==> src/design/can_err_pkg.sv <==
package can_err_pkg;

    // register byte offsets on the bus, one aligned word each
    localparam logic [7:0] OFS_RXB_CTRL    = 8'h00;
    localparam logic [7:0] OFS_FILT_EXT_HI = 8'h04;
    localparam logic [7:0] OFS_FILT_EXT_LO = 8'h08;
    localparam logic [7:0] OFS_MASK_STD_HI = 8'h0C;
    localparam logic [7:0] OFS_PRIO        = 8'h10;
    localparam logic [7:0] OFS_REC         = 8'h14;
    localparam logic [7:0] OFS_TEC         = 8'h18;
    localparam logic [7:0] OFS_COMM_STAT   = 8'h1C;

    // field positions
    localparam int FULL_BIT     = 7;
    localparam int FMODE_HI_BIT = 6;
    localparam int FMODE_LO_BIT = 5;
    localparam int CS_WARN_BIT  = 0;
    localparam int CS_PASS_BIT  = 1;
    localparam int CS_BOFF_BIT  = 2;

    // values after reset
    localparam logic [7:0] PRIO_RST = 8'hFF;
    localparam logic [7:0] FILT_RST = 8'h00;

    // error counter limits and steps
    localparam logic [8:0] WARN_LIM    = 9'h060;
    localparam logic [8:0] PASSIVE_LIM = 9'h080;
    localparam logic [8:0] BUSOFF_LIM  = 9'h100;
    localparam logic [8:0] TEC_STEP    = 9'h008;
    localparam logic [8:0] TEC_MAX     = 9'h1FF;
    localparam logic [7:0] REC_RESUME  = 8'h77;

    // stuff run and bus-off recovery counts
    localparam logic [2:0] STUFF_RUN    = 3'h6;
    localparam logic [3:0] RECESS_RUN   = 4'hB;
    localparam logic [7:0] RECOV_OCC    = 8'h80;

    localparam int          CRC_W    = 15;
    localparam logic [14:0] CRC_POLY = 15'h4599;

    typedef enum logic [3:0] {
        F_IDLE     = 4'h0,
        F_SOF      = 4'h1,
        F_ARB      = 4'h2,
        F_CTRL     = 4'h3,
        F_DATA     = 4'h4,
        F_CRC      = 4'h5,
        F_CRC_DEL  = 4'h6,
        F_ACK_SLOT = 4'h7,
        F_ACK_DEL  = 4'h8,
        F_EOF      = 4'h9,
        F_IFS      = 4'hA
    } field_e;

    typedef enum logic [1:0] {
        EM_ACTIVE  = 2'h0,
        EM_PASSIVE = 2'h1,
        EM_BUSOFF  = 2'h3
    } err_mode_e;

    typedef enum logic [1:0] {
        FM_ALL_VALID = 2'h0,
        FM_STD_ONLY  = 2'h1,
        FM_EXT_ONLY  = 2'h2,
        FM_ALL_ANY   = 2'h3
    } filt_mode_e;

endpackage

==> src/design/can_crc15.sv <==
module can_crc15 #(
    parameter int           W    = 15,
    parameter logic [W-1:0] POLY = 15'h4599
) (
    input  wire logic         sys_clk,
    input  wire logic         rstn,
    input  wire logic         clr,
    input  wire logic         shift,
    input  wire logic         din,
    output logic [W-1:0]      crc
);
    if (W < 2) $error("crc width too small");

    typedef struct packed {
        logic [W-1:0] crc;
    } crc_s;

    crc_s s_r;
    crc_s s_nxt;
    logic fb;

    // feeding the sequence back through leaves zero, so one register
    // serves both the sender's shift-out and the receiver's check
    always_comb
    begin
        s_nxt = s_r;
        fb    = s_r.crc[W-1] ^ din;
        if (clr)
        begin
            s_nxt.crc = '0;
        end
        else if (shift)
        begin
            s_nxt.crc = {s_r.crc[W-2:0], 1'b0} ^ (fb ? POLY : '0);
        end
    end

    always_ff @(posedge sys_clk or negedge rstn)
    begin
        if (!rstn)
        begin
            s_r <= '0;
        end
        else
        begin
            s_r <= s_nxt;
        end
    end

    assign crc = s_r.crc;
endmodule

==> src/design/can_err_ctrl.sv <==
// Behaviour
// - stored message sets full flag; software clears
// - writable extended filter high/low bytes
// - mask high byte: std 10..3, ext 28..21
// - priority bits per source, reset high
// - sender shifts CRC; receiver flags mismatch
// - sender flags missing acknowledge, retransmits
// - dominant in delimiters/EOF/IFS: form error
// - sender flags sampled level differing from sent
// - no bit error on arbitration/acknowledge loss
// - six equal bits flag stuff error
// - error aborts transmission, requests retransmit
// - error-active sends dominant error frames
// - error-passive sends recessive error frames
// - bus-off neither receives nor transmits
// - both error counters readable by host
// - counters step per bus specification
// - passive when either counter reaches 128
// - bus-off when transmit counter reaches 256
// - recover after 128 runs of 11 recessive
// - error mode readable in status register
// - warning when either counter reaches 96
module can_err_ctrl
    import can_err_pkg::*;
(
    input  wire logic        sys_clk,
    input  wire logic        rstn,
    input  wire logic        wb_cyc,
    input  wire logic        wb_stb,
    input  wire logic        wb_we,
    input  wire logic [7:0]  wb_adr,
    input  wire logic [3:0]  wb_sel,
    input  wire logic [31:0] wb_dat_i,
    output logic [31:0]      wb_dat_o,
    output logic             wb_ack,
    input  wire logic        can_rx,
    input  wire logic        bit_tick,
    input  wire logic [3:0]  field,
    input  wire logic        tx_active,
    input  wire logic        tx_bit,
    input  wire logic        stuff_bit,
    input  wire logic        tx_frame_ok,
    input  wire logic        rx_frame_ok,
    input  wire logic        frame_done,
    input  wire logic        frame_ext,
    input  wire logic        frame_valid,
    input  wire logic        msg_stored,
    output logic             buffer_occupied_flag,
    output logic             rx_filter_mode_hi,
    output logic             rx_filter_mode_lo,
    output logic             frame_accept,
    output logic [7:0]       ext_id_filter_upper,
    output logic [7:0]       ext_id_filter_lower,
    output logic [7:0]       std_id_mask_upper,
    output logic             invalid_msg_priority,
    output logic             wakeup_priority,
    output logic             bus_error_priority,
    output logic             tx_buffer_two_priority,
    output logic             tx_buffer_one_priority,
    output logic             tx_buffer_zero_priority,
    output logic             rx_buffer_one_priority,
    output logic             rx_buffer_zero_priority,
    output logic             tx_crc_bit,
    output logic             crc_error,
    output logic             ack_error,
    output logic             form_error,
    output logic             bit_error,
    output logic             stuff_error,
    output logic             error_frame_req,
    output logic             error_frame_dominant,
    output logic             retransmit_req,
    output logic             node_enable,
    output logic [7:0]       receive_error_counter,
    output logic [8:0]       transmit_error_counter,
    output logic             error_warning_flag,
    output logic             err_passive,
    output logic             bus_off
);

    typedef struct packed {
        logic       rx_meta;
        logic       rx_sync;
        logic       ack;
        logic [31:0] dat;
        logic       full;
        logic [1:0] fmode;
        logic [7:0] filt_hi;
        logic [7:0] filt_lo;
        logic [7:0] mask_hi;
        logic [7:0] prio;
        logic [7:0] rec;
        logic [8:0] tec;
        err_mode_e  emode;
        logic       warn;
        logic [2:0] same_cnt;
        logic       last_bit;
        logic [3:0] recess_cnt;
        logic [7:0] recov_cnt;
        logic       crc_err;
        logic       ack_err;
        logic       form_err;
        logic       bit_err;
        logic       stuff_err;
        logic       err_frame;
        logic       err_dom;
        logic       retx;
        logic       accept;
    } state_s;

    state_s s_r;
    state_s s_nxt;

    logic             req;
    logic             wr;
    logic             lvl;
    logic             tick;
    logic             zone;
    logic             crc_clr;
    logic             crc_shift;
    logic [CRC_W-1:0] crc_val;
    logic             e_bit;
    logic             e_ack;
    logic             e_form;
    logic             e_stuff;
    logic             e_crc;
    logic             e_any;
    logic             recovered;

    can_crc15 #(
        .W    (CRC_W),
        .POLY (CRC_POLY)
    ) u_crc (
        .sys_clk (sys_clk),
        .rstn    (rstn),
        .clr     (crc_clr),
        .shift   (crc_shift),
        .din     (lvl),
        .crc     (crc_val)
    );

    always_comb
    begin
        s_nxt     = s_r;
        recovered = 1'b0;
        // the pin level reaches logic only after two flops
        s_nxt.rx_meta = can_rx;
        s_nxt.rx_sync = s_r.rx_meta;
        lvl  = s_r.rx_sync;
        tick = bit_tick & (s_r.emode != EM_BUSOFF);
        zone = (field >= F_SOF) && (field <= F_CRC_DEL);

        req = wb_cyc & wb_stb & ~s_r.ack;
        wr  = req & wb_we & wb_sel[0];
        s_nxt.ack = req;
        s_nxt.dat = '0;
        if (req & ~wb_we)
        begin
            case (wb_adr)
                OFS_RXB_CTRL:    s_nxt.dat[7:0] = {s_r.full, s_r.fmode, 5'h00};
                OFS_FILT_EXT_HI: s_nxt.dat[7:0] = s_r.filt_hi;
                OFS_FILT_EXT_LO: s_nxt.dat[7:0] = s_r.filt_lo;
                OFS_MASK_STD_HI: s_nxt.dat[7:0] = s_r.mask_hi;
                OFS_PRIO:        s_nxt.dat[7:0] = s_r.prio;
                OFS_REC:         s_nxt.dat[7:0] = s_r.rec;
                OFS_TEC:         s_nxt.dat[8:0] = s_r.tec;
                OFS_COMM_STAT:
                begin
                    s_nxt.dat[CS_WARN_BIT] = s_r.warn;
                    s_nxt.dat[CS_PASS_BIT] = s_r.emode == EM_PASSIVE;
                    s_nxt.dat[CS_BOFF_BIT] = s_r.emode == EM_BUSOFF;
                end
                default:         s_nxt.dat = '0;
            endcase
        end
        if (wr)
        begin
            case (wb_adr)
                OFS_RXB_CTRL:
                begin
                    if (!wb_dat_i[FULL_BIT])
                    begin
                        s_nxt.full = 1'b0;
                    end
                    s_nxt.fmode = wb_dat_i[FMODE_HI_BIT:FMODE_LO_BIT];
                end
                OFS_FILT_EXT_HI: s_nxt.filt_hi = wb_dat_i[7:0];
                OFS_FILT_EXT_LO: s_nxt.filt_lo = wb_dat_i[7:0];
                OFS_MASK_STD_HI: s_nxt.mask_hi = wb_dat_i[7:0];
                OFS_PRIO:        s_nxt.prio    = wb_dat_i[7:0];
                default:         s_nxt.prio    = s_nxt.prio;
            endcase
        end
        // a store in the same cycle as a clear leaves the flag set
        if (msg_stored & node_enable)
        begin
            s_nxt.full = 1'b1;
        end

        s_nxt.accept = 1'b0;
        if (frame_done & node_enable)
        begin
            case (filt_mode_e'(s_r.fmode))
                FM_ALL_VALID: s_nxt.accept = frame_valid;
                FM_STD_ONLY:  s_nxt.accept = frame_valid & ~frame_ext;
                FM_EXT_ONLY:  s_nxt.accept = frame_valid & frame_ext;
                FM_ALL_ANY:   s_nxt.accept = 1'b1;
                default:      s_nxt.accept = 1'b0;
            endcase
        end

        crc_clr   = tick & (field == F_SOF);
        crc_shift = tick & ~stuff_bit & (field >= F_ARB) && (field <= F_CRC);
        e_crc     = tick & ~tx_active & (field == F_CRC_DEL) & (crc_val != '0);
        // losing arbitration or being acknowledged is not a fault
        e_bit  = tick & tx_active & (tx_bit != lvl)
               & ~(tx_bit & ~lvl & ((field == F_ARB) | (field == F_ACK_SLOT)));
        e_ack  = tick & tx_active & (field == F_ACK_SLOT) & lvl;
        e_form = tick & ~lvl & ((field == F_CRC_DEL) | (field == F_ACK_DEL)
               | (field == F_EOF) | (field == F_IFS));
        e_stuff = tick & zone & (field != F_SOF) & (lvl == s_r.last_bit)
                & (s_r.same_cnt == STUFF_RUN - 3'h1);
        e_any  = e_bit | e_ack | e_form | e_stuff | e_crc;

        if (tick)
        begin
            s_nxt.last_bit = lvl;
            if (field == F_SOF || lvl != s_r.last_bit)
            begin
                s_nxt.same_cnt = 3'h1;
            end
            else if (zone && s_r.same_cnt != STUFF_RUN)
            begin
                s_nxt.same_cnt = s_r.same_cnt + 3'h1;
            end
        end

        s_nxt.crc_err   = e_crc;
        s_nxt.ack_err   = e_ack;
        s_nxt.form_err  = e_form;
        s_nxt.bit_err   = e_bit;
        s_nxt.stuff_err = e_stuff;
        s_nxt.err_frame = e_any;
        s_nxt.err_dom   = s_r.emode == EM_ACTIVE;
        s_nxt.retx      = e_any & tx_active;

        if (e_any)
        begin
            if (tx_active)
            begin
                s_nxt.tec = (s_r.tec > TEC_MAX - TEC_STEP) ? TEC_MAX
                          : s_r.tec + TEC_STEP;
            end
            else if (s_r.rec != 8'hFF)
            begin
                s_nxt.rec = s_r.rec + 8'h01;
            end
        end
        else if (tx_frame_ok & node_enable)
        begin
            if (s_r.tec != '0)
            begin
                s_nxt.tec = s_r.tec - 9'h001;
            end
        end
        else if (rx_frame_ok & node_enable)
        begin
            if ({1'b0, s_r.rec} >= PASSIVE_LIM)
            begin
                s_nxt.rec = REC_RESUME;
            end
            else if (s_r.rec != '0)
            begin
                s_nxt.rec = s_r.rec - 8'h01;
            end
        end

        if (s_r.emode == EM_BUSOFF)
        begin
            if (bit_tick)
            begin
                if (!lvl)
                begin
                    s_nxt.recess_cnt = '0;
                end
                else if (s_r.recess_cnt == RECESS_RUN - 4'h1)
                begin
                    s_nxt.recess_cnt = '0;
                    s_nxt.recov_cnt  = s_r.recov_cnt + 8'h01;
                    recovered = s_r.recov_cnt == RECOV_OCC - 8'h01;
                end
                else
                begin
                    s_nxt.recess_cnt = s_r.recess_cnt + 4'h1;
                end
            end
            if (recovered)
            begin
                s_nxt.tec   = '0;
                s_nxt.rec   = '0;
                s_nxt.emode = EM_ACTIVE;
            end
        end
        else
        begin
            s_nxt.recess_cnt = '0;
            s_nxt.recov_cnt  = '0;
            if (s_nxt.tec >= BUSOFF_LIM)
            begin
                s_nxt.emode = EM_BUSOFF;
            end
            else if ({1'b0, s_nxt.rec} >= PASSIVE_LIM || s_nxt.tec >= PASSIVE_LIM)
            begin
                s_nxt.emode = EM_PASSIVE;
            end
            else
            begin
                s_nxt.emode = EM_ACTIVE;
            end
        end
        s_nxt.warn = ({1'b0, s_nxt.rec} >= WARN_LIM) || (s_nxt.tec >= WARN_LIM);
    end

    always_ff @(posedge sys_clk or negedge rstn)
    begin
        if (!rstn)
        begin
            s_r         <= '0;
            s_r.rx_meta <= 1'b1;
            s_r.rx_sync <= 1'b1;
            s_r.last_bit <= 1'b1;
            s_r.filt_hi <= FILT_RST;
            s_r.filt_lo <= FILT_RST;
            s_r.mask_hi <= FILT_RST;
            s_r.prio    <= PRIO_RST;
            s_r.emode   <= EM_ACTIVE;
        end
        else
        begin
            s_r <= s_nxt;
        end
    end

    assign wb_ack   = s_r.ack;
    assign wb_dat_o = s_r.dat;
    assign buffer_occupied_flag = s_r.full;
    assign rx_filter_mode_hi    = s_r.fmode[1];
    assign rx_filter_mode_lo    = s_r.fmode[0];
    assign frame_accept         = s_r.accept;
    assign ext_id_filter_upper  = s_r.filt_hi;
    assign ext_id_filter_lower  = s_r.filt_lo;
    // same byte masks extended bits 28..21 when extended ids compare
    assign std_id_mask_upper    = s_r.mask_hi;
    assign {invalid_msg_priority, wakeup_priority, bus_error_priority,
            tx_buffer_two_priority, tx_buffer_one_priority, tx_buffer_zero_priority,
            rx_buffer_one_priority, rx_buffer_zero_priority} = s_r.prio;
    assign tx_crc_bit           = crc_val[CRC_W-1];
    assign crc_error            = s_r.crc_err;
    assign ack_error            = s_r.ack_err;
    assign form_error           = s_r.form_err;
    assign bit_error            = s_r.bit_err;
    assign stuff_error          = s_r.stuff_err;
    assign error_frame_req      = s_r.err_frame;
    assign error_frame_dominant = s_r.err_dom;
    assign retransmit_req       = s_r.retx;
    assign node_enable          = s_r.emode != EM_BUSOFF;
    assign receive_error_counter  = s_r.rec;
    assign transmit_error_counter = s_r.tec;
    assign error_warning_flag   = s_r.warn;
    assign err_passive          = s_r.emode == EM_PASSIVE;
    assign bus_off              = s_r.emode == EM_BUSOFF;
endmodule

==> config.mk <==
export PLATFORM = sky130hd
export DESIGN_NAME = can_err_ctrl
export DESIGN_NICKNAME = d
export VERILOG_FILES = /design/src/design/can_err_pkg.sv /design/src/design/can_crc15.sv /design/src/design/can_err_ctrl.sv
export SDC_FILE = /design/constraint.sdc
export NUM_CORES = 1
export LEC_CHECK = 0
export ABC_AREA = 1
export BUFFER_PORTS_ARGS = -buffer_cell sky130_fd_sc_hd__buf_2
export CORE_ASPECT_RATIO = 0.9
export CORE_MARGIN = 2
export CORE_UTILIZATION = 46
export DETAILED_ROUTE_END_ITERATION = 10
export HOLD_SLACK_MARGIN = 0.06
export PLACE_DENSITY = 0.7
export SYNTH_ARGS = -nofsm -noshare
export SYNTH_HDL_FRONTEND = slang
export SYNTH_SLANG_ARGS = --single-unit
==> constraint.sdc <==
create_clock -name sys_clk -period 1.8 [get_ports sys_clk]
set_input_delay 0.27 -clock sys_clk [delete_from_list [all_inputs] [get_ports sys_clk]]
set_output_delay 0.27 -clock sys_clk [all_outputs]
set_load 0.005 [all_outputs]
# Yosys cells after proc, flatten, opt, wreduce, memory -nomap -nowiden
# Index checks and enable logic that the tools add are counted.
[word_totals]
register_bits = 107
latchBits = 0
ram_bits = 0
rom_bits = 0
input_bits = 64
out_inout_bits = 99
elab_cells = 198
memories = 0
[classes]
addsub = 7
n_mul = 0
div = 0
order_cmp = 11
eq_ne = 34
n_shift = 0
n_mux = 45
bitwise_logic = 49
n_reduce_logical = 24
[op_table]
columns = ["cell", "n"]
rows = [
  ["$mux W8", 12],
  ["$mux W15", 3],
  ["$mux W9", 5],
  ["$mux W35", 1],
  ["$pmux W5 S7", 1],
  ["$mux W17", 2],
  ["$and A1 B1 Y1", 32],
  ["$eq A8 B5 Y1 const B", 4],
  ["$mux W12", 2],
  ["$pmux W3 S7", 1],
  ["$mux W19", 1],
  ["$add A8 B1 Y8 const B", 2],
  ["$eq A4 B4 Y1 const B", 4],
  ["$eq A8 B4 Y1 const B", 2],
  ["$ge A8 B8 Y1 const B", 2],
  ["$reduce_bool A15 Y1", 1],
  ["$xor A15 B15 Y15", 1],
  ["$reduce_and A2 Y1", 6],
  ["$add A9 B4 Y9 const B", 1],
  ["$ge A9 B7 Y1 const B", 1],
  ["$ge A9 B8 Y1 const B", 1],
  ["$ge A9 B9 Y1 const B", 1],
  ["$gt A9 B9 Y1 const B", 1],
  ["$mux W1", 9],
  ["other kinds (38)", 74],
]

# Depth between registers and ports, before layout
# Gate-level depths: netlist of run 1.
[logic_depth]
word_depth = 15
depth_mapped = 15
mapped_depth_nobuf = 15

# Cells and area by module
# From an unflattened synthesis of run 1, not the netlist that was laid out.
[hier_totals]
cells_unflattened = 904
hier_area_um2 = 6827.8
[by_module_without_submodules]
columns = ["mod", "instances", "cells_per_inst", "area_per_inst_um2", "seq_area_each_um2"]
rows = [
  ["can_err_ctrl", 1, 826, 6125.9, 2316.0],
  ["can_crc15", 1, 78, 701.9, 375.4],
]

# Least setup slack after synthesis of run 1
# No wires, ideal clock.
[synth_timing]
kind = "register -> register"
from = "register s_r (netlist bit lvl)"
to = "register s_r (netlist bit error_warning_flag)"
setup_ns = 0.119
arrival_time_ns = 1.692
required_ns = 1.681
slack_ns = -0.011
path_stages_with_launch = 14
path_buffers = 1
period_less_slack_ns = 1.811
path_cell_list = "dfstp_2 > inv_2 > ha_1 > inv_1 > nand2_2 > a21oi_4 > nor2_4 > nand2_4 > buf_12 > nand2_2 > nand3_2 > nor2_1 > nor2_1 > nand2_1"
[synth_rtl]
columns = ["element", "line", "text"]
rows = [
  ["start, declared", "can_err_ctrl.sv:110", "state_s s_r;"],
  ["start signal, assigned", "can_err_ctrl.sv:339", "s_r <= s_nxt;"],
]

==> results.py, run 1 <==
metrics = {
    "run_status": {
        "status": "finished, violations left",
        "violations": "setup timing",
    },
    "cts": {
        "clock-sinks": 107,
        "clk_latency_ns": 0.37,
        "cts.path.max_buffers": 2,
        "clk_pin_slew_ns": 0.08,
        "cts_buffers": 9,
        "root_buffer": "clkbuf_16",
        "cts_tree": "built",
        "htreeDepth": 3,
    },
    "logic_synthesis": {
        "postSynth.asyncResetShare_pct": 100,
        "synth_top_area_share_pct": 36.3,
        "avgSynthCellArea_um2": 7.72,
        "synth_cells": 858,
        "ys_dominant_reg_cell": "dfrtp_1",
        "yosys-top-cells-area": "dfrtp_1 (36%), nand2_1 (11%), buf_4 (8.4%)",
        "yosysWarningCount": 0,
        "yosysMostFrequentCell": "nand2_1",
        "ys_seq_area_share_pct": 40.6,
        "synth_area_um2": 6620,
        "ys_ff_latch": 107,
        "synth-edff-count": 0,
        "yosysUniqueCellTypes": 45,
        "yosys-top-cells-count": "nand2_1 (194), inv_1 (109), dfrtp_1 (96)",
        "yosysTopAreaCell": "dfrtp_1",
    },
    "floorplanning": {
        "initial_utilization_pct": 47.1,
        "core_um2": 14100,
        "die_y_um": 118,
        "fp.dieArea_um2": 15400,
        "rows": 41,
        "die_width_um": 130,
        "ioPinCount": 163,
    },
    "placement": {
        "dpl.hpwl_um": 12500,
        "place_congestion": 0.914,
        "pre_cts_slack_ns": -0.0667,
        "io_buffers": 112,
    },
    "setup_path": {
        "cp.arrival_ns": 2.11,
        "rrSetupSlack_ns": -0.05,
        "rr_endpoint": "error_warning_flag$_DFF_PN0_",
        "startpoint": "lvl$_DFF_PN1_",
        "start_kind": "register",
        "rr_worst_depth": 13,
        "critPathMaxFanout": 5,
        "worstPathRequired_ns": 2.06,
        "endpoint_kind": "register",
        "critPathKind": "reg -> reg",
        "reg2reg_from": "lvl$_DFF_PN1_",
    },
    "global_route": {
        "overflow": 0,
        "grt_busiest_layer": "met2",
        "gr-usage-met3_pct": 5.41,
        "use_met1_pct": 32.6,
        "grt_start_max_net_pins": 108,
        "antenna_found_initial": 0,
        "grt_pass1_wl_um": 27100,
        "grt_pass1_vias": 5449,
        "grt_util_all_layers_pct": 22.3,
        "met2_usage_pct": 33.9,
    },
    "power_and_ir_drop": {
        "pwr-share-clk_pct": 24.3,
        "switching_share_pct": 37.9,
        "p_per_area_nw_per_um2": 1080,
        "ir_drop_mv": 0.597,
        "p_sw_w": 0.00333,
        "power_frac_seq_pct": 37.6,
        "p_int_w": 0.00546,
        "p_total_w": 0.00878,
        "p_leak_nw": 4.25,
        "p_comb_share_pct": 38.1,
    },
    "sta": {
        "timing.slew.headroom_pct": 42.4,
        "hold_viol": 0,
        "slew_viol_final": 0,
        "worstMarginPinSlew_ns": 0.858,
        "period_minus_slack_ns": 1.85,
        "fmax_mhz": 540,
        "tns_ns": -0.189,
        "rsz0062_at_grt": "yes",
        "fin_crit_sh_pct": 103,
        "setup_viol": 6,
        "clock_skew_ns": 0.0108,
        "layout_setup_ws_ns": -0.0507,
    },
    "drt": {
        "vias_per_cell": 4.94,
        "drc": 0,
        "ant_nets": 0,
        "routedWlPerCell_um": 14.2,
        "firstDrtPassIters": 5,
        "wirelength_um": 17200,
        "drt-initial-drc-count": 500,
        "num_vias": 5969,
    },
    "min_path": {
        "worstHoldEndpoint": "buffer_occupied_flag$_DFFE_PN0P_",
        "hold_start": "msg_stored",
        "holdPathStages": 3,
        "holdCritPathClass": "in -> reg",
    },
    "flow_run": {
        "drv_cap": 0,
    },
    "layout": {
        "layout.nets": 1093,
        "drive_gt1_share_pct": 30.7,
        "diodes": 0,
        "area_growth_pct": 23.1,
    },
}
registers in the layout (all words and copies together) (netlist names), 8 cells and up:
signal	flops
transmit_error_counter	9
s_r	18
std_id_mask_upper	8
ext_id_filter_upper	8
wb_dat_o	9
ext_id_filter_lower	8
u_crc.crc	15
receive_error_counter	8
final cells by class:
cell class | instances | area, um^2
Clock inverter | 7 | 93.8
Fill cell | 1329 | 5900
Clock buffer | 9 | 225
Tap cell | 193 | 241
Multi-Input combinational cell | 571 | 3160
Sequential cell | 107 | 2700
Timing Repair Buffer | 203 | 1280
Inverter | 118 | 458
worst max-delay path by stage:
stage	to	slack, ns	cells after the start
2_1_floorplan	error_warning_flag$_DFF_PN0_	0.004	13
3_3_place_gp	error_warning_flag$_DFF_PN0_	-0.02	12
3_5_place_dp	s_r[26]$_DFFE_PN0P_	-0.07	12
4_1_cts	transmit_error_counter[2]$_DFF_PN0_	-0.04	12
5_1_grt	s_r[26]$_DFFE_PN0P_	-0.14	13
6_report	error_warning_flag$_DFF_PN0_	-0.05	13
per-layer routing:
metal,wire [um],vias to the layer above
met2,7800,205
met3,1130,12
li1,-,2980
met5,0,-
met1,8070,2772
met4,157,0
what timing repair did:
action                                  CTS  global route
hold buffers                              2             0
resized for setup                        16            53
setup buffers                             2             8
gates cloned                              2             0
hold endpoints to repair                 97             0
endpoints found under the setup margin    9            22
pin swaps                                 6            25
power by group through the flow:
stage / clock network, W / registers [W] / logic, W
global placement: 0 / 0.00330 / 0.00308
global route: 0.00228 / 0.00337 / 0.00373
CTS: 0.00218 / 0.00327 / 0.00319
detailed placement: 0 / 0.00331 / 0.00312
floorplan: 0 / 0.00325 / 0.00207
finish: 0.00213 / 0.00331 / 0.00335
through the flow:
stage	cell area, um^2	hold slack (ns)	std cells	util (%)
6_report	8150	0.115	1208	58.0
3_3_place_gp	7480	0.360	1178	53.2
3_5_place_dp	7480	0.360	1178	53.2
4_1_cts	7910	0.103	1200	56.3
2_1_floorplan	6710	-0.0256	880	-
5_1_grt	8150	0.127	1208	58.0
cells by family (layout without fill, tap and decap cells):
family	count (synthesis)	after routing	share of synthesized area, %
flops	107	107	40.6
compound gates	145	145	12.7
xor+xnor	19	19	2.51
buf+inv	204	337	16.3
simple gates	363	365	24.2
other cells	1	23	0.0566
fa+ha+maj	19	19	3.59
placed cells by master (no fill, tap or decap), types with 18 or more instances in the layout:
master / Yosys / routed
dfrtp_1: 96 / 93
xor2_1: 18 / 18
inv_1: 109 / 100
buf_4: 74 / 84
buf_2: 6 / 111
o21ai_0: 72 / 69
conb_1: 1 / 23
nand2_1: 194 / 184
nor2_1: 74 / 69
nand3_1: 45 / 35
o22ai_1: 22 / 22
a21oi_1: 23 / 23
critical path, stage by stage, from the launching register on:
cell,delay (ns)
dfstp_2,0.57
inv_4,0.06
ha_4,0.26
inv_4,0.04
nand2_4,0.06
a21oi_4,0.04
nor2_4,0.21
nand2_4,0.12
nand2_2,0.09
nand2_2,0.05
inv_2,0.06
nand3_2,0.06
nand2_2,0.07
nand2_1,0.05
Note: power is estimated with default switching activity, not from simulation.
==> run 2, diff against run 1 <==
==> constraint.sdc (replaced) <==
create_clock -name sys_clk -period 1.8 [get_ports sys_clk]
set_input_delay 0.09 -clock sys_clk [delete_from_list [all_inputs] [get_ports sys_clk]]
set_output_delay 0.09 -clock sys_clk [all_outputs]
set_load 0.005 [all_outputs]
==> run 2 against run 1 <==
- the flow still finishes with violations (setup timing)
- critical path depth decreased by 2
- non-clock buffer count down 3
- via count shrank 0.25%
- clock-buffer cell count did not move
==> results.py, run 2 (synthesis results as in run 1) <==
metrics = {
    "drt": {
        "firstDrtPassIters": 5,
        "num_vias": 5954,
        "drc": 0,
        "wirelength_um": 17600,
        "ant_nets": 0,
        "routedWlPerCell_um": 14.6,
        "vias_per_cell": 4.94,
        "drt-initial-drc-count": 444,
    },
    "placement": {
        "pre_cts_slack_ns": -0.0429,
        "io_buffers": 112,
        "dpl.hpwl_um": 12700,
        "placed_cells": 1164,
        "place_congestion": 0.909,
    },
    "flow_run": {
        "drv_cap": 0,
    },
    "setup_path": {
        "cpPeakStageDelay_ns": 0.57,
        "cp.arrival_ns": 2.12,
        "worstPathRequired_ns": 2.08,
        "critPathMaxFanout": 5,
        "cp_common_cell": "nor2_4",
        "start_kind": "register",
        "endpoint_kind": "register",
        "cpMaxStageDelayCell": "dfstp_2",
        "critPathKind": "reg -> reg",
        "crit_path_cell_trace": "inv_4, ha_4, inv_2, nand2_2, a21oi_4, nor2_4, nand2_4, buf_12, nor2_4, nand2_1, a31oi_1",
    },
    "sta": {
        "hold_viol": 0,
        "fin_crit_sh_pct": 102,
        "period_minus_slack_ns": 1.84,
        "fmax_mhz": 542,
        "setup_viol": 4,
        "slew_viol_final": 0,
        "clock_skew_ns": 0.00824,
        "rsz0062_at_grt": "yes",
        "hold_slack_ns": 0.0601,
        "layout_setup_ws_ns": -0.0437,
        "worstMarginPinSlew_ns": 0.613,
        "timing.slew.headroom_pct": 59.2,
        "tns_ns": -0.132,
    },
    "global_route": {
        "grt_pass1_wl_um": 27500,
        "grt_util_all_layers_pct": 22.7,
        "grt_pass1_vias": 5496,
        "overflow": 0,
        "antenna_found_initial": 0,
        "grt_start_max_net_pins": 45,
    },
    "cts": {
        "cts_buffers": 9,
        "root_buffer": "clkbuf_16",
        "clk_latency_ns": 0.36,
        "clk_pin_slew_ns": 0.08,
        "clock-sinks": 107,
        "htreeDepth": 3,
        "cts.path.max_buffers": 2,
        "cts_tree": "built",
    },
    "layout": {
        "drive_gt1_share_pct": 29.7,
        "area_growth_pct": 23.3,
        "layout_commonest_cell": "nand2_1",
        "largest_register_ffs": 18,
        "final_cell_mix": "nand2_1 (180), buf_2 (111), inv_1 (102)",
        "top_register": "s_r",
        "instances_no_fill": 1205,
        "diodes": 0,
        "layout.nets": 1090,
    },
    "power_and_ir_drop": {
        "ir_drop_mv": 0.441,
        "pwr-share-clk_pct": 23.4,
        "p_sw_w": 0.00338,
        "p_int_w": 0.00528,
        "power_frac_seq_pct": 38.1,
        "p_leak_nw": 4.22,
        "p_per_area_nw_per_um2": 1060,
        "switching_share_pct": 39.0,
        "p_comb_share_pct": 38.5,
    },
    "floorplanning": {
        "die_y_um": 118,
        "die_width_um": 130,
        "rows": 41,
        "initial_utilization_pct": 47.1,
        "core_um2": 14100,
        "ioPinCount": 163,
        "fp.dieArea_um2": 15400,
    },
    "run_status": {
        "status": "finished, violations left",
        "violations": "setup timing",
    },
    "min_path": {
        "holdCritPathClass": "in -> reg",
    },
}
## run 2: metrics by stage
stage          instance area (um^2)  util [%]  total power (W)
6_report                       8170      58.1          0.00866
5_1_grt                        8170      58.1          0.00924
4_1_cts                        7890      56.1          0.00850
3_5_place_dp                   7390      52.6          0.00641
3_3_place_gp                   7390      52.6          0.00635
2_1_floorplan                  6710         -          0.00531
## run 2: routing by layer
metal | global-route usage (%) | wire length (um) | share of wire, % | vias to the layer above
met1 | 33.1 | 8210 | 47 | 2781
met4 | 6.45 | 299 | 1.7 | 0
met3 | 4.82 | 1040 | 5.9 | 23
met2 | 34.1 | 8020 | 46 | 174
li1 | - | - | - | 2976
met5 | 0 | 0 | 0 | -
## run 2: what timing repair did
| action | CTS | global route |
|---|---|---|
| hold buffers | 13 | 0 |
| gates resized for setup | 9 | 60 |
| hold endpoints to repair | 60 | 0 |
| pin swaps | 4 | 27 |
| gates cloned | 2 | 0 |
| buffers inserted | 1 | 9 |
| setup endpoints to repair | 16 | 35 |
## run 2: power groups by stage
stage | clock network (W) | registers (W) | logic [W]
floorplan | 0 | 0.00325 | 0.00207
finish | 0.00203 | 0.00330 | 0.00333
global placement | 0 | 0.00329 | 0.00306
global route | 0.00216 | 0.00336 | 0.00372
detailed placement | 0 | 0.00330 | 0.00310
CTS | 0.00207 | 0.00326 | 0.00317
## run 2: final timing paths
kind                                                  endpoint  cells after the start  slack (ns)                 start
max reg2reg                transmit_error_counter[1]$_DFF_PN0_                     11       -0.04         lvl$_DFF_PN1_
max                        transmit_error_counter[1]$_DFF_PN0_                     11       -0.04         lvl$_DFF_PN1_
min reg2reg                                      lvl$_DFF_PN1_                      0        0.36  s_nxt[113]$_DFF_PN1_
min in group asynchronous     std_id_mask_upper[6]$_DFFE_PN0P_                      2        0.23                  rstn
min                                wakeup_priority$_DFFE_PN1P_                      3        0.06           wb_dat_i[6]
max in group asynchronous                 s_nxt[113]$_DFF_PN1_                      3        0.88                  rstn
## run 2: final cells by class
type,instances,area (um^2)
sequential,107,2690
clock inverter,7,82.6
timing repair buffer,200,1280
clock buffer,9,225
tap,193,241
fill,1303,5890
inverter,118,455
multi-input combinational,571,3190
## run 2: worst max-delay path, delay by kind of cell, from the launching register on
kind / cells / cell delay [ns]
AO/OA/AOI/OAI: 2 / 0.19
flip-flops: 1 / 0.57
adder cells (fa/ha/maj): 1 / 0.26
buffers and inverters: 3 / 0.24
AND/OR/NAND/NOR: 5 / 0.50
==> run 3, diff against run 2 <==
--- a/config.mk
+++ b/config.mk
@@ -9,5 +9,5 @@
 export BUFFER_PORTS_ARGS = -buffer_cell sky130_fd_sc_hd__buf_2
 export CORE_ASPECT_RATIO = 0.9
-export CORE_MARGIN = 2
+export CORE_MARGIN = 4
 export CORE_UTILIZATION = 46
 export DETAILED_ROUTE_END_ITERATION = 10
==> constraint.sdc (replaced) <==
create_clock -name sys_clk -period 1.8 [get_ports sys_clk]
set_input_delay 0.09 -clock sys_clk [delete_from_list [all_inputs] [get_ports sys_clk]]
set_output_delay 0.09 -clock sys_clk [all_outputs]
set_load 0.1 [all_outputs]
==> run 3 against run 2 <==
- the run still ends with setup timing left
- non-clock buffer count up 3
- critical path depth up 1
- combinational power up 53%
- power up 19%
- clock power down 5%
- flip-flop and latch count unchanged
- highest routed layer unchanged
==> results.py, run 3 (synthesis results as in run 1) <==
metrics = {
    "run_status": {
        "status": "finished, violations left",
        "violations": "setup timing",
    },
    "sta": {
        "clock_skew_ns": 0.00974,
        "hold_viol": 0,
        "rsz0062_at_grt": "yes",
        "layout_setup_ws_ns": -0.0566,
        "worstMarginPinSlew_ns": 0.614,
        "fin_crit_sh_pct": 103,
        "slew_viol_final": 0,
        "fmax_mhz": 539,
        "setup_viol": 5,
        "timing.slew.headroom_pct": 59.1,
        "period_minus_slack_ns": 1.86,
    },
    "global_route": {
        "grt_pass1_wl_um": 28200,
        "grt_pass1_vias": 5603,
        "grt_util_all_layers_pct": 21.8,
        "antenna_found_initial": 0,
        "overflow": 0,
        "grt_start_max_net_pins": 49,
    },
    "setup_path": {
        "crit_end": "error_warning_flag$_DFF_PN0_",
        "crit_family": "simple AND/OR/NAND/NOR gates",
        "worstPathRequired_ns": 2.04,
        "rrSetupSlack_ns": -0.06,
        "rr_endpoint": "error_warning_flag$_DFF_PN0_",
        "start_kind": "register",
        "cp.arrival_ns": 2.10,
        "cpMaxStageDelayCell": "dfstp_2",
        "cpPeakStageDelay_ns": 0.56,
        "crit_buf_inv": 3,
        "critPathMaxFanout": 4,
        "crit_cells": 12,
        "startpoint": "lvl$_DFF_PN1_",
        "reg2reg_from": "lvl$_DFF_PN1_",
        "critPathKind": "reg -> reg",
        "crit_path_cell_trace": "inv_4, ha_4, inv_2, nand2_2, a21oi_4, nor2_4, buf_4, nand3_1, nand3_2, nor2_1, nor2_1, nand2_1",
        "endpoint_kind": "register",
        "cp_common_cell": "nor2_1",
        "rr_worst_depth": 12,
    },
    "layout": {
        "area_growth_pct": 23.3,
        "layout_commonest_cell": "nand2_1",
        "drive_gt1_share_pct": 29.8,
        "post-route-util_pct": 58.1,
        "layout.nets": 1092,
        "instances_no_fill": 1207,
        "diodes": 0,
        "fill_cells": 1266,
        "final_cell_mix": "nand2_1 (187), buf_2 (110), inv_1 (97)",
        "top_register": "s_r",
        "largest_register_ffs": 18,
    },
    "cts": {
        "cts_buffers": 9,
        "htreeDepth": 3,
        "clk_pin_slew_ns": 0.08,
        "clock-sinks": 107,
        "cts_tree": "built",
        "cts.path.max_buffers": 2,
        "root_buffer": "clkbuf_16",
        "clk_latency_ns": 0.36,
    },
    "drt": {
        "firstDrtPassIters": 5,
        "drt-initial-drc-count": 579,
        "vias_per_cell": 4.97,
        "ant_nets": 0,
        "num_vias": 5998,
        "wirelength_um": 17500,
        "drc": 0,
        "routedWlPerCell_um": 14.5,
    },
    "power_and_ir_drop": {
        "switching_share_pct": 49.1,
        "p_int_w": 0.00527,
        "ir_drop_mv": 0.843,
        "pwr-share-clk_pct": 18.7,
        "p_sw_w": 0.00508,
        "p_per_area_nw_per_um2": 1270,
        "power_frac_seq_pct": 32.1,
        "p_comb_share_pct": 49.3,
        "p_total_w": 0.0104,
        "p_leak_nw": 4.21,
    },
    "floorplanning": {
        "rows": 41,
        "fp.dieArea_um2": 16400,
        "core_um2": 14100,
        "initial_utilization_pct": 47.1,
        "ioPinCount": 163,
        "die_y_um": 122,
        "die_width_um": 134,
    },
    "flow_run": {
        "drv_cap": 0,
    },
    "min_path": {
        "holdCritPathClass": "in -> reg",
        "hold_start": "wb_dat_i[5]",
    },
    "placement": {
        "place_congestion": 0.911,
        "io_buffers": 112,
        "dpl.hpwl_um": 12900,
        "placed_cells": 1160,
    },
}
[run 3: timing repair]
| action | CTS | global route |
|---|---|---|
| gates resized for setup | 12 | 58 |
| endpoints found under the hold margin | 119 | 0 |
| endpoints found under the setup margin | 15 | 31 |
| pin swaps | 5 | 15 |
| hold buffers | 14 | 0 |
| cloned | 1 | 0 |
| setup buffers | 4 | 12 |
[run 3: worst min path at each step]
stage	endpoint	depth (start not counted)
after floorplan	ack_error$_DFF_PN0_	0
after detailed placement	frame_accept$_DFF_PN0_	1
after global routing	ext_id_filter_upper[5]$_DFFE_PN0P_	3
final	bus_error_priority$_DFFE_PN1P_	3
after global placement	frame_accept$_DFF_PN0_	1
after CTS	bus_error_priority$_DFFE_PN1P_	3
[run 3: power by group through the flow]
stage	Sequential (W)	Clock (W)	Combinational, W
3_3_place_gp	0.00331	0	0.00480
3_5_place_dp	0.00332	0	0.00482
2_1_floorplan	0.00344	0	0.00366
6_report	0.00332	0.00193	0.00510
4_1_cts	0.00328	0.00199	0.00491
5_1_grt	0.00339	0.00207	0.00549
[run 3: worst min-delay path, stage by stage]
cell and delay (ns):
buf_2 0.10, inv_1 0.14, o21ai_0 0.12
[run 3: layout make-up]
type	instances	area [um^2]	share of cell area (%)
sequential	107	2700	33.0
multi-input combinational	570	3130	38.3
clock buffer	10	229	2.80
timing repair buffer	203	1360	16.6
tap	193	241	2.96
clock inverter	6	55.1	0.674
inverter	118	459	5.62
[run 3: metrics by stage]
stage | setup WS (ns) | cell area [um^2] | hold slack (ns) | setup TNS (ns)
5_1_grt | -0.212 | 8170 | 0.0927 | -1.16
2_1_floorplan | -0.0110 | 6720 | -0.206 | -0.0110
6_report | -0.0566 | 8170 | 0.0901 | -0.131
3_3_place_gp | -0.0137 | 7380 | 0.0505 | -0.0193
3_5_place_dp | -0.0699 | 7380 | 0.0551 | -0.204
4_1_cts | -0.0378 | 7910 | 0.0800 | -0.105
[run 3: metal layers]
metal	vias up	track usage, %	routed length (um)
li1	2985	-	-
met1	2769	30.8	8210
met2	225	34.1	7810
met3	19	3.96	1180
met4	0	7.00	334
met5	-	0	0
